$ cat src/vpit_defs.svh
// constants for the vectored priority interrupt table
// Behaviour
// RULE1: higher level always served before lower level
// RULE2: same level: lowest vector number wins
// RULE3: entry address is vector base plus offset
// RULE4: offset is twice the vector number
// RULE5: entry addresses limited to nineteen bits; the code makes 21-bit addresses and checks only the offset
// RULE6: reset is slot 0, watchdog reset slot 1
// RULE7: software puts jumps in slots 0-1, calls elsewhere
// RULE8: vectors 2 to 5 fixed at level 3
// RULE9: debug vectors 6 to 10 take level 1-3
// RULE10: software assigns levels to ranged sources
// RULE11: vectors 15 and 16 take level 1-3
// RULE12: vectors 17 to 62 take level 0-2
// RULE13: vector 63 lowest, served only when alone
// RULE14: winner's entry address presented to core
// RULE15: reset base makes slots overlay reset addresses
`ifndef VPIT_DEFS_SVH
`define VPIT_DEFS_SVH
`define VPIT_NUM_VEC      64
`define VPIT_VEC_W        6
`define VPIT_ADDR_W       21
`define VPIT_REACH_W      19
`define VPIT_BASE_W       13
`define VPIT_BASE_SHIFT   8
`define VPIT_BASE_RESET   13'h0000
`define VPIT_RESET_VEC    6'h00
`define VPIT_WDOG_VEC     6'h01
`define VPIT_FIX3_LO      6'h02
`define VPIT_FIX3_HI      6'h05
`define VPIT_DBG_LO       6'h06
`define VPIT_DBG_HI       6'h0A
`define VPIT_SW2_VEC      6'h0B
`define VPIT_SW1_VEC      6'h0C
`define VPIT_SW0_VEC      6'h0D
`define VPIT_RSVD_VEC     6'h0E
`define VPIT_LV_LO        6'h0F
`define VPIT_LV_HI        6'h10
`define VPIT_PER_LO       6'h11
`define VPIT_PER_HI       6'h3E
`define VPIT_SWLP_VEC     6'h3F
`endif

$ cat src/vpit_pkg.sv
// types for the vectored priority interrupt table
package vpit_pkg;
	// encoded level: 0 none, 1 = level -1, 2..5 = levels 0..3
	typedef logic [2:0] vpit_rank_type;
	typedef logic [1:0] vpit_level_type;
	typedef enum logic [1:0]
	{
		VPIT_IDLE = 2'b01,
		VPIT_HOLD = 2'b10
	} vpit_state_type;
endpackage

$ cat src/vpit_rank.sv
// per-source rank: effective level after clamping to the allowed range
`timescale 1ns/1ps
`include "vpit_defs.svh"
module vpit_rank
#(
	parameter logic [5:0] VEC = 6'h00
)
(
	input  wire logic                    i_req,
	input  wire vpit_pkg::vpit_level_type i_level,
	output      vpit_pkg::vpit_rank_type  o_rank
);
	wire logic [1:0] fixed_lvl;
	wire logic [1:0] clamp13;
	wire logic [1:0] clamp02;
	wire logic [1:0] eff_lvl;
	wire logic       is_swlp;
	wire logic       is_none;

	assign clamp13 = (i_level == 2'h0) ? 2'h1 : i_level;                         // [RULE9] [RULE11]
	assign clamp02 = (i_level == 2'h3) ? 2'h2 : i_level;                         // [RULE12]
	assign fixed_lvl = (VEC == `VPIT_SW2_VEC) ? 2'h2 :
	                   (VEC == `VPIT_SW1_VEC) ? 2'h1 :
	                   (VEC == `VPIT_SW0_VEC) ? 2'h0 : 2'h3;                    // [RULE8]
	assign eff_lvl = ((VEC >= `VPIT_DBG_LO) && (VEC <= `VPIT_DBG_HI)) ? clamp13 :
	                 ((VEC >= `VPIT_LV_LO) && (VEC <= `VPIT_LV_HI)) ? clamp13 :
	                 ((VEC >= `VPIT_PER_LO) && (VEC <= `VPIT_PER_HI)) ? clamp02 :
	                 fixed_lvl;                                                  // [RULE10]
	assign is_swlp = (VEC == `VPIT_SWLP_VEC);
	assign is_none = (VEC < `VPIT_FIX3_LO) || (VEC == `VPIT_RSVD_VEC);           // [RULE6]
	assign o_rank = (!i_req || is_none) ? 3'h0 :
	                is_swlp ? 3'h1 :                                             // [RULE13]
	                (3'h2 + {1'b0, eff_lvl});
endmodule

$ cat src/vpit_core.sv
// priority resolver and vector address generator
`timescale 1ns/1ps
`include "vpit_defs.svh"
module vpit_core
(
	input  wire logic                      i_clk,
	input  wire logic                      i_rst_b,
	input  wire logic [`VPIT_NUM_VEC-1:0]  i_req,
	input  wire logic [2*`VPIT_NUM_VEC-1:0] i_level,
	input  wire logic [`VPIT_BASE_W-1:0]   i_vector_base,
	input  wire logic                      i_base_load,
	input  wire logic                      i_ack,
	output      logic                      o_irq,
	output      logic [`VPIT_VEC_W-1:0]    o_vector,
	output      logic [1:0]                o_level,
	output      logic [`VPIT_ADDR_W-1:0]   o_fetch_addr,
	output      logic [`VPIT_ADDR_W-1:0]   o_reset_addr,
	output      logic [`VPIT_ADDR_W-1:0]   o_wdog_addr
);
	// ****************************************
	// per-source rank
	// ****************************************
	vpit_pkg::vpit_rank_type rank [`VPIT_NUM_VEC];
	logic [`VPIT_BASE_W-1:0] vector_base;
	vpit_pkg::vpit_state_type state;
	vpit_pkg::vpit_state_type next_state;

	genvar g;
	generate
		for (g = 0; g < `VPIT_NUM_VEC; g++)
		begin : g_src
			vpit_rank
			#(
				.VEC (6'(g))
			)
			u_rank
			(
				.i_req   (i_req[g]),
				.i_level (i_level[2*g +: 2]),
				.o_rank  (rank[g])
			);
		end
	endgenerate

	// ****************************************
	// selection
	// ****************************************
	function automatic logic [`VPIT_ADDR_W-1:0] entry_addr(input logic [`VPIT_BASE_W-1:0] base,
		input logic [`VPIT_VEC_W-1:0] vec);
		logic [`VPIT_ADDR_W-1:0] b;
		b = {base, 8'h00};                                                    // [RULE3]
		entry_addr = b + {14'h0000, vec, 1'b0};                               // [RULE4]
	endfunction

	vpit_pkg::vpit_rank_type  best_rank;
	logic [`VPIT_VEC_W-1:0]   best_vec;
	always_comb
	begin
		best_rank = 3'h0;
		best_vec  = 6'h00;
		// strictly greater keeps the lowest vector on a tie
		for (int i = 0; i < `VPIT_NUM_VEC; i++)
		begin
			if (rank[i] > best_rank)                                          // [RULE1] [RULE2]
			begin
				best_rank = rank[i];
				best_vec  = 6'(i);
			end
		end
	end

	wire logic win_valid;
	wire logic [1:0] win_level;
	assign win_valid = (best_rank != 3'h0);
	assign win_level = (best_rank >= 3'h2) ? 2'(best_rank - 3'h2) : 2'h0;

	// ****************************************
	// base register and handshake
	// ****************************************
	always_ff @(posedge i_clk or negedge i_rst_b)
	begin
		if (!i_rst_b)
			vector_base <= `VPIT_BASE_RESET;                                  // [RULE15]
		else if (i_base_load)
			vector_base <= i_vector_base;
	end

	always_comb
	begin
		next_state = state;
		unique case (state)
			vpit_pkg::VPIT_IDLE:
			begin
				if (win_valid)
					next_state = vpit_pkg::VPIT_HOLD;
			end
			vpit_pkg::VPIT_HOLD:
			begin
				if (i_ack)
					next_state = vpit_pkg::VPIT_IDLE;
			end
			default: next_state = vpit_pkg::VPIT_IDLE;
		endcase
	end

	always_ff @(posedge i_clk or negedge i_rst_b)
	begin
		if (!i_rst_b)
		begin
			state        <= vpit_pkg::VPIT_IDLE;
			o_vector     <= 6'h00;
			o_level      <= 2'h0;
			o_fetch_addr <= 21'h00_0000;
		end
		else
		begin
			state <= next_state;
			if (state == vpit_pkg::VPIT_IDLE && win_valid)
			begin
				o_vector     <= best_vec;
				o_level      <= win_level;
				o_fetch_addr <= entry_addr(vector_base, best_vec);            // [RULE14]
			end
		end
	end

	assign o_irq = (state == vpit_pkg::VPIT_HOLD);
	// entry points of chip reset and watchdog reset, overlaid on slots 0 and 1
	assign o_reset_addr = entry_addr(vector_base, `VPIT_RESET_VEC);            // [RULE6]
	assign o_wdog_addr  = entry_addr(vector_base, `VPIT_WDOG_VEC);             // [RULE6]

	// ****************************************
	// checks
	// ****************************************
	// the address was formed from the base as it stood at the take edge
	fetch_addr_a: assert property (@(posedge i_clk) disable iff (!i_rst_b) // [RULE4]
		$rose(o_irq) |-> o_fetch_addr == {$past(vector_base), 8'h00} + {14'h0000, o_vector, 1'b0})
		else $error("fetch address not base plus twice vector");
	fixed_level_a: assert property (@(posedge i_clk) disable iff (!i_rst_b) // [RULE8]
		$rose(o_irq) && o_vector >= 6'h02 && o_vector <= 6'h05 |-> o_level == 2'h3)
		else $error("core exception not at level 3");
	per_level_a: assert property (@(posedge i_clk) disable iff (!i_rst_b) // [RULE12]
		$rose(o_irq) && o_vector >= 6'h11 && o_vector <= 6'h3E |-> o_level <= 2'h2)
		else $error("peripheral above level 2");
	dbg_level_a: assert property (@(posedge i_clk) disable iff (!i_rst_b) // [RULE9]
		$rose(o_irq) && (o_vector inside {[6'h06:6'h0A], 6'h0F, 6'h10}) |-> o_level != 2'h0)
		else $error("ranged source at level 0");
	swlp_alone_a: assert property (@(posedge i_clk) disable iff (!i_rst_b) // [RULE13]
		state == vpit_pkg::VPIT_IDLE && win_valid && best_vec == 6'h3F
		|-> (i_req[62:2] & ~(61'h1 << 12)) == 61'h0)
		else $error("low priority chosen with others pending");
	swlp_level_a: assert property (@(posedge i_clk) disable iff (!i_rst_b) // [RULE13]
		$rose(o_irq) && o_vector == 6'h3F |-> o_level == 2'h0)
		else $error("low priority shown above level 0");
	sw_fixed_a: assert property (@(posedge i_clk) disable iff (!i_rst_b) // [RULE8]
		$rose(o_irq) && (o_vector inside {6'h0B, 6'h0C, 6'h0D}) |-> o_level == 2'(6'h0D - o_vector))
		else $error("software interrupt at wrong fixed level");
	no_slot01_a: assert property (@(posedge i_clk) disable iff (!i_rst_b) // [RULE6]
		o_irq |-> o_vector > 6'h01)
		else $error("reset slot delivered as interrupt");
	hold_ack_a: assert property (@(posedge i_clk) disable iff (!i_rst_b) // [RULE14]
		o_irq && !i_ack |=> o_irq && $stable(o_vector))
		else $error("request dropped before acknowledge");
	ack_release_a: assert property (@(posedge i_clk) disable iff (!i_rst_b) // [RULE14]
		o_irq && i_ack |=> !o_irq)
		else $error("interrupt held after acknowledge");
	take_next_a: assert property (@(posedge i_clk) disable iff (!i_rst_b) // [RULE14]
		state == vpit_pkg::VPIT_IDLE && win_valid |=> o_irq)
		else $error("pending winner not raised");
	top_pri_a: assert property (@(posedge i_clk) disable iff (!i_rst_b) // [RULE1] [RULE2]
		state == vpit_pkg::VPIT_IDLE && i_req[2] |=> o_vector == 6'h02)
		else $error("vector 2 not winner");
	reach_limit_a: assert property (@(posedge i_clk) disable iff (!i_rst_b) // [RULE5]
		$rose(o_irq) |-> o_fetch_addr - {$past(vector_base), 8'h00} < 21'h08_0000)
		else $error("entry offset beyond reach");
endmodule

$ cat config.mk
export PLATFORM = sky130hd
export DESIGN_NAME = vpit_core
export DESIGN_NICKNAME = d
export VERILOG_FILES = /design/src/vpit_pkg.sv /design/src/vpit_rank.sv /design/src/vpit_core.sv
export VERILOG_INCLUDE_DIRS = /design/src
export SDC_FILE = /design/constraint.sdc
export NUM_CORES = 1
export LEC_CHECK = 0
export BUFFER_PORTS_ARGS = -buffer_cell sky130_fd_sc_hd__buf_2
export CORE_MARGIN = 8
export CORE_UTILIZATION = 56
export DETAILED_ROUTE_END_ITERATION = 7
export HOLD_SLACK_MARGIN = 0.03
export PLACE_DENSITY = 0.84
export SYNTH_ARGS = -nofsm -noshare
export SYNTH_HDL_FRONTEND = slang
export SYNTH_SLANG_ARGS = --single-unit
$ cat constraint.sdc
create_clock -name i_clk -period 1.7 [get_ports i_clk]
set_input_delay 0.085 -clock i_clk [delete_from_list [all_inputs] [get_ports i_clk]]
set_output_delay 0.085 -clock i_clk [all_outputs]
set_load 0.005 [all_outputs]
==> impl_metrics.json, run 1 <==
{
  "cts_buffers": 5,
  "synth_seq_area_share_pct": 8.162,
  "post-dp-hpwl_um": 49810,
  "synth_top_cell_by_area": "ha_1",
  "start_util_pct": 56.98,
  "syn_avg_cell_area_um2": 7.301,
  "failed_stage": "clock tree synthesis",
  "dieWidth_um": 156.5,
  "ys_warn_count": 0,
  "synth_seq_cells": 36,
  "synth-main-ff-cell": "dfrtp_1",
  "netlist_area_um2": 11050,
  "clockBufferDepth": 2,
  "htree_levels": 2,
  "yosys.cell_types.count": 103,
  "num_rows": 51,
  "synth_cells": 1514,
  "ioPinCount": 281,
  "hold_buffers": 1,
  "dieHeight_um": 156.5,
  "cts_sinks": 36,
  "root_buffer": "clkbuf_16",
  "gp_congestion": 1.011,
  "post_cts_buffers": 55,
  "tool.error": "[ERROR DPL-0038] Utilization greater than 100%, impossible to legalize",
  "ys_top_cells_by_area": "ha_1 (18%), dfrtp_1 (7.9%), nand2_1 (6.0%)",
  "post_cts_resized": 116,
  "portBuffers": 237,
  "async_flop_share_pct": 100.0,
  "status": "did not finish",
  "synth_top_cell_area_share_pct": 18.34,
  "pre_cts_ws_ns": -65.57,
  "synth_edf_count": 0
}
==> synth_stat cells, types with 14 or more instances <==
library cell  count
nand2_1         177
ha_1            162
a21oi_1         121
nor2_1          108
o21ai_0          86
nor2b_1          83
and2_1           72
inv_1            62
nand3_1          45
o21a_1           41
buf_4            37
dfrtp_1          35
nand2b_1         34
a21o_1           31
mux2_2           28
nand3b_1         25
a31oi_1          23
and3_1           22
nor3_1           19
mux2_4           17
mux2i_1          17
a211oi_1         14
==> metrics by stage <==
step	TNS, ns	area, um2	std cells
3_5_place_dp	-1506.76	18240	2613
3_3_place_gp	-1360.17	18240	2613
2_1_floorplan	-1369.94	12380	1530
==> cell families after synthesis <==
logic type,Yosys count,share of synthesized area (%)
fa+ha+maj,162,18.34
buf+inv,111,5.196
mux,62,6.701
compound gates,488,30.96
flops,36,8.162
simple gates,653,30.58
other cells,2,0.06794
==> run 2, diff against run 1 <==
--- a/config.mk
+++ b/config.mk
@@ -8,10 +8,9 @@
 export LEC_CHECK = 0
 export BUFFER_PORTS_ARGS = -buffer_cell sky130_fd_sc_hd__buf_2
 export CORE_MARGIN = 8
-export CORE_UTILIZATION = 56
+export CORE_UTILIZATION = 40
 export DETAILED_ROUTE_END_ITERATION = 7
-export HOLD_SLACK_MARGIN = 0.03
-export PLACE_DENSITY = 0.84
+export PLACE_DENSITY_LB_ADDON = 0.15
 export SYNTH_ARGS = -nofsm -noshare
 export SYNTH_HDL_FRONTEND = slang
 export SYNTH_SLANG_ARGS = --single-unit
==> run 2 against run 1 <==
The flow now finishes, with violations (setup timing). Synthesized cell count did not move. Synthesized area did not move.
==> impl_metrics.json, run 2 <==
{
  "status": "finished, violations left",
  "violations": "setup timing",
  "crit_type": "in2reg",
  "synth_cells": 1514,
  "vias": 16850,
  "post-dp-hpwl_um": 36820,
  "dr.first_iter.drc_count": 1306,
  "cp.required_ns": 1.86,
  "antenna_found_initial": 0,
  "utilization_pct": 80.36,
  "min_period_ns": 65.08,
  "drt-vias-per-instance": 5.715,
  "fin_skew_ns": 0.003615,
  "path_clk_slew_ns": 0.06,
  "muxShareOfSynthArea_pct": 6.701,
  "top_regs": "o_fetch_addr: 14 flops, vector_base: 13 flops, o_vector: 5 flops",
  "async_flop_share_pct": 100.0,
  "place_area_um2": 18600,
  "dieArea_um2": 33210,
  "portBuffers": 237,
  "grt_usage_pct": 26.52,
  "synth_seq_cells": 36,
  "rr_worst_depth": 4,
  "netlist_area_um2": 11050,
  "setup_violations": 23,
  "ys_top_cells_by_area": "ha_1 (18%), dfrtp_1 (7.9%), nand2_1 (6.0%)",
  "critPathSlowestCell": "or4_4",
  "min_to": "vector_base[6]",
  "yosysMostFrequentCell": "nand2_1",
  "core_um2": 27480,
  "cts_buffers": 5,
  "path_common_cell": "ha_4",
  "cts_sinks": 36,
  "synth_seq_area_share_pct": 8.162,
  "fmax_mhz": 15.37,
  "antenna_cells": 0,
  "drive_above_1_share_pct": 61.61,
  "max-cap-violations": 0,
  "stdcell_area_um2": 22080,
  "synth-simple-area-share_pct": 30.58,
  "grt_pass1_vias": 15900,
  "cts_tree": "built",
  "synth.cells.most_frequent": "nand2_1 (177), ha_1 (162), a21oi_1 (121), nor2_1 (108), o21ai_0 (86)",
  "path_max_fanout": 7,
  "totalWireLength_um": 56170,
  "ys_warn_count": 0,
  "grt_overflow": 0,
  "crit_path_start_kind": "primary input",
  "period_share_pct": 3828,
  "hold_path_depth": 2,
  "arrival_ns": 65.24,
  "detail_route.wl_per_cell_um": 19.05,
  "top_register": "o_fetch_addr",
  "areaGrowthSynthToFinish_pct": 99.76,
  "synth-xor-area-share_pct": 0,
  "synthAdderAreaFrac_pct": 18.34,
  "r2r_slack_ns": 0.13,
  "htree_levels": 2,
  "n_fill_cell": 1654,
  "setup_total_negative_slack_ns": -1456.26,
  "grt_max_degree": 37,
  "clock_latency_ns": 0.28,
  "ioPinCount": 281,
  "end_kind": "register",
  "tightest_slew_ns": 0.7833,
  "nNetsFinal": 2972,
  "syn_avg_cell_area_um2": 7.301,
  "hp-start": "i_vector_base[6]",
  "final_common_cell": "buf_4",
  "yosys.cell_types.count": 103,
  "num_rows": 61,
  "synth_top_family_by_area": "compound AO/OA/AOI/OAI gates",
  "drv_slew": 0,
  "hold_viol_final": 0,
  "final_cells": 2948,
  "r2r_end": "o_fetch_addr[12]",
  "gp_congestion": 0.9080,
  "drcViolationCount": 0,
  "dieHeight_um": 182.2,
  "grt_pass1_wl_um": 75040,
  "r2r-start": "state[0]",
  "start_util_pct": 40.23,
  "clockBufferDepth": 2,
  "slew_headroom_pct": 47.78,
  "synth_compound_area_share_pct": 30.96,
  "timing.final.ws_setup_ns": -63.38,
  "postRouteAntennaNets": 0,
  "synth_top_cell_by_area": "ha_1",
  "largest_register_ffs": 14,
  "rsz0062_at_grt": "yes",
  "hold_class": "in2reg",
  "cpPeakStageDelay_ns": 0.53,
  "critPathLaunch": "i_req[5]",
  "synth-main-ff-cell": "dfrtp_1",
  "firstDrtPassIters": 6,
  "synth_edf_count": 0,
  "synth_top_cell_area_share_pct": 18.34,
  "placedCellCount": 2731,
  "dieWidth_um": 182.2,
  "root_buffer": "clkbuf_16",
  "final_cell_mix": "buf_4 (851), buf_2 (235), nand2_1 (150)"
}
-- run 2: metrics by stage --
stage | hold WS [ns] | setup WS (ns)
final | 0.03909 | -63.38
after global routing | 0.04161 | -66.03
after CTS | 0.03664 | -60.13
after detailed placement | 0.1989 | -62.24
after global placement | 0.1922 | -60.60
after floorplan | -0.2106 | -59.63
-- run 2: cell families (layout without fill, tap and decap cells) --
| kind of cell | after synthesis | after routing |
|---|---|---|
| other cells | 2 | 18 |
| simple gates | 653 | 653 |
| flops | 36 | 36 |
| buf+inv | 111 | 1180 |
| mux | 62 | 62 |
| fa+ha+maj | 162 | 162 |
| compound gates | 488 | 491 |
-- run 2: cell type report --
class | count | area (um2) | share of cell area (%)
Clock buffer | 5 | 125.1 | 0.5667
Clock inverter | 3 | 23.77 | 0.1077
Inverter | 64 | 240.2 | 1.088
Multi-Input combinational cell | 1386 | 12540 | 56.81
Sequential cell | 36 | 902.1 | 4.086
Tap cell | 346 | 432.9 | 1.961
Timing Repair Buffer | 1108 | 7811 | 35.38
-- run 2: worst max path at each step --
| stage | cells past startpoint | to | slack [ns] |
|---|---|---|---|
| final | 353 | o_fetch_addr[17] | -63.38 |
| after global routing | 362 | o_fetch_addr[20] | -66.03 |
| after CTS | 364 | o_fetch_addr[11] | -60.13 |
| after detailed placement | 347 | o_fetch_addr[11] | -62.24 |
| after global placement | 342 | o_fetch_addr[19] | -60.60 |
| after floorplan | 358 | o_fetch_addr[14] | -59.63 |
-- run 2: metal layers --
metal | GRT usage [%] | share of wire (%) | vias up
li1 | - | - | 7786
met1 | 32.32 | 39 | 7964
met2 | 47.91 | 48 | 824
met3 | 2.665 | 6.8 | 273
met4 | 8.855 | 5.4 | 0
met5 | 0 | 0 | -
-- run 2: timing repair --
action                                  CTS  global route
pin swaps                                83           282
resized for setup                        85           243
setup buffers                           103           107
endpoints found under the hold margin    35             0
hold buffers                              1             0
gates cloned                              2             1
endpoints found under the setup margin   23            23
-- run 2: worst max-delay path, delay by kind of cell --
family	cells	cell delay [ns]
fa+ha+maj	56	14.42
compound gates	148	27.32
buf+inv	20	2.70
simple gates	119	17.63
mux	10	2.99
Power of run 2 is left out: the tool's default activity adds up to more than one toggle a clock period on the data nets, which glitch-free logic cannot reach.
==> run 3, diff against run 2 <==
--- a/config.mk
+++ b/config.mk
@@ -8,9 +8,11 @@
 export LEC_CHECK = 0
 export BUFFER_PORTS_ARGS = -buffer_cell sky130_fd_sc_hd__buf_2
 export CORE_MARGIN = 8
-export CORE_UTILIZATION = 40
+export CORE_UTILIZATION = 37
+export CTS_BUF_LIST = sky130_fd_sc_hd__clkbuf_8
 export DETAILED_ROUTE_END_ITERATION = 7
 export PLACE_DENSITY_LB_ADDON = 0.15
 export SYNTH_ARGS = -nofsm -noshare
 export SYNTH_HDL_FRONTEND = slang
+export SYNTH_HIERARCHICAL = 1
 export SYNTH_SLANG_ARGS = --single-unit
==> run 3 against run 2 <==
The run still ends with setup timing left. Count of clock-buffer cells in the layout unchanged. Clock skew increased by 0.0053 ns. Fmax fell by 6.2%. Synthesized area is 20% higher. Worst setup slack worse by 4.3 ns. Non-clock buffer count shrank 103.
==> impl_metrics.json, run 3 <==
{
  "status": "finished, violations left",
  "gp_congestion": 0.8977,
  "grt_max_degree": 37,
  "path_max_fanout": 7,
  "synth_cells": 1781,
  "critPathSlowestCell": "or4_4",
  "final_cell_mix": "buf_4 (745), buf_2 (236), inv_1 (125)",
  "cp.required_ns": 1.87,
  "portBuffers": 237,
  "synth.cells.most_frequent": "ha_1 (189), nand2_1 (146), inv_1 (133), nor2_1 (125), a21oi_1 (121)",
  "hold_class": "in2reg",
  "rsz0062_at_grt": "yes",
  "top_register": "o_fetch_addr",
  "synth_edf_count": 0,
  "n_fill_cell": 2921,
  "path_clk_slew_ns": 0.08,
  "drive_above_1_share_pct": 63.09,
  "grt_usage_pct": 21.13,
  "cpPeakStageDelay_ns": 0.56,
  "grt_pass1_wl_um": 75320,
  "firstDrtPassIters": 5,
  "post-dp-hpwl_um": 41910,
  "async_flop_share_pct": 100.0,
  "core_um2": 35400,
  "yosys.cell_types.count": 91,
  "nNetsFinal": 3131,
  "detail_route.wl_per_cell_um": 15.99,
  "grt_overflow": 0,
  "period_share_pct": 4081,
  "dieArea_um2": 42090,
  "synth_top_cell_by_area": "ha_1",
  "root_buffer": "clkbuf_8",
  "fin_skew_ns": 0.008890,
  "clock_latency_ns": 0.28,
  "ys_top_cells_by_area": "ha_1 (18%), dfrtp_1 (6.6%), a21oi_1 (4.6%)",
  "drt-vias-per-instance": 5.187,
  "path_common_cell": "ha_4",
  "final_common_cell": "buf_4",
  "netlist_area_um2": 13240,
  "cts_sinks": 36,
  "synth_seq_area_share_pct": 6.814,
  "totalWireLength_um": 51100,
  "tightest_slew_ns": 0.8120,
  "antenna_cells": 0,
  "areaGrowthSynthToFinish_pct": 80.03,
  "timing.final.ws_setup_ns": -67.67,
  "yosysMostFrequentCell": "ha_1",
  "pre_cts_ws_ns": -69.20,
  "clockBufferDepth": 2,
  "top_regs": "o_fetch_addr: 14 flops, vector_base: 13 flops, o_vector: 5 flops",
  "drv_slew": 0,
  "antenna_found_initial": 0,
  "crit_path_start_kind": "primary input",
  "fmax_mhz": 14.42,
  "violations": "setup timing",
  "syn_avg_cell_area_um2": 7.433,
  "end_kind": "register",
  "dieHeight_um": 205.2,
  "synth_seq_cells": 36,
  "ioPinCount": 281,
  "hold_viol_final": 0,
  "grt_pass1_vias": 16140,
  "synth_top_cell_area_share_pct": 17.86,
  "arrival_ns": 69.54,
  "dr.first_iter.drc_count": 585,
  "crit_type": "in2reg",
  "postRouteAntennaNets": 0,
  "ys_warn_count": 6,
  "min_period_ns": 69.37,
  "vias": 16570,
  "largest_register_ffs": 14,
  "cts_tree": "built",
  "slew_headroom_pct": 45.87,
  "setup_violations": 23,
  "htree_levels": 2,
  "cts_buffers": 5,
  "max-cap-violations": 0,
  "setup_total_negative_slack_ns": -1551.70,
  "num_rows": 69,
  "dieWidth_um": 205.2,
  "synth-main-ff-cell": "dfrtp_1",
  "drcViolationCount": 0,
  "start_util_pct": 37.40
}
run 3: cell types whose count changed after synthesis, sizes merged, moves of 16 or more:
cell	change
a211oi	+20
nand2	-31
nor2b	-57
buf	+35
and2b	+46
o21ai	-18
inv	+69
and3b	+51
nor2	+16
ha	+27
run 3: per-stage QoR:
stage / hold slack [ns] / utilization [%] / std cells / cell area (um2)
2_1_floorplan: -0.2106 / - / 1806 / 14930
3_3_place_gp: 0.2182 / 58.95 / 3062 / 20870
3_5_place_dp: 0.2317 / 58.95 / 3062 / 20870
4_1_cts: 0.01592 / 60.18 / 3088 / 21300
5_1_grt: 0.01631 / 67.33 / 3195 / 23830
6_report: 0.02779 / 67.33 / 3195 / 23830
run 3: cells by family after synthesis:
logic type / after synthesis / synth area share [%]
flops: 36 / 6.814
compound gates: 535 / 28.44
other cells: 13 / 0.3686
buf+inv: 218 / 8.288
simple gates: 704 / 30.77
fa+ha+maj: 189 / 17.86
mux: 86 / 7.457
run 3: layer usage:
metal / vias to the layer above / wire, um / GRT usage, %
li1: 8407 / - / -
met4: 0 / 860 / 3.089
met2: 272 / 26500 / 39.90
met1: 7831 / 22200 / 26.38
met5: - / 0 / 0
met3: 61 / 1552 / 1.202
run 3: layout make-up:
| class | instances | area (um2) | share of cell area [%] |
|---|---|---|---|
| Timing Repair Buffer | 1005 | 7071 | 29.67 |
| Multi-Input combinational cell | 1552 | 14690 | 61.65 |
| Clock inverter | 3 | 20.02 | 0.08399 |
| Clock buffer | 5 | 68.82 | 0.2887 |
| Tap cell | 461 | 576.8 | 2.420 |
| Inverter | 133 | 501.7 | 2.105 |
| Sequential cell | 36 | 902.1 | 3.785 |
run 3: worst max-delay path: cells and delay by family:
| family | cells | cell delay, ns |
|---|---|---|
| AO/OA/AOI/OAI | 134 | 24.72 |
| adder cells (fa/ha/maj) | 62 | 14.98 |
| buffers and inverters | 22 | 2.50 |
| multiplexers | 17 | 4.78 |
| AND/OR/NAND/NOR | 137 | 22.36 |
run 3: what timing repair did:
| item | 4_1_cts | 5_1_grt |
|---|---|---|
| resized for setup | 44 | 325 |
| setup buffers | 15 | 109 |
| hold endpoints to repair | 36 | 0 |
| endpoints found under the setup margin | 23 | 23 |
| hold buffers | 2 | 0 |
| cloned | 1 | 0 |
| pin swaps | 21 | 281 |
run 3: worst paths after layout:
check	startpoint	to	slack [ns]	depth (start not counted)
max	i_req[2]	o_vector[1]	-67.67	372
min	i_vector_base[12]	vector_base[12]	0.03	2
max reg2reg	state[0]	o_level[1]	-0.25	7
min reg2reg	o_level[0]	o_level[0]	0.51	1
max in group asynchronous	i_rst_b	o_vector[1]	0.75	2
min in group asynchronous	i_rst_b	o_fetch_addr[10]	0.44	2
Power of run 3 is left out for the same reason.
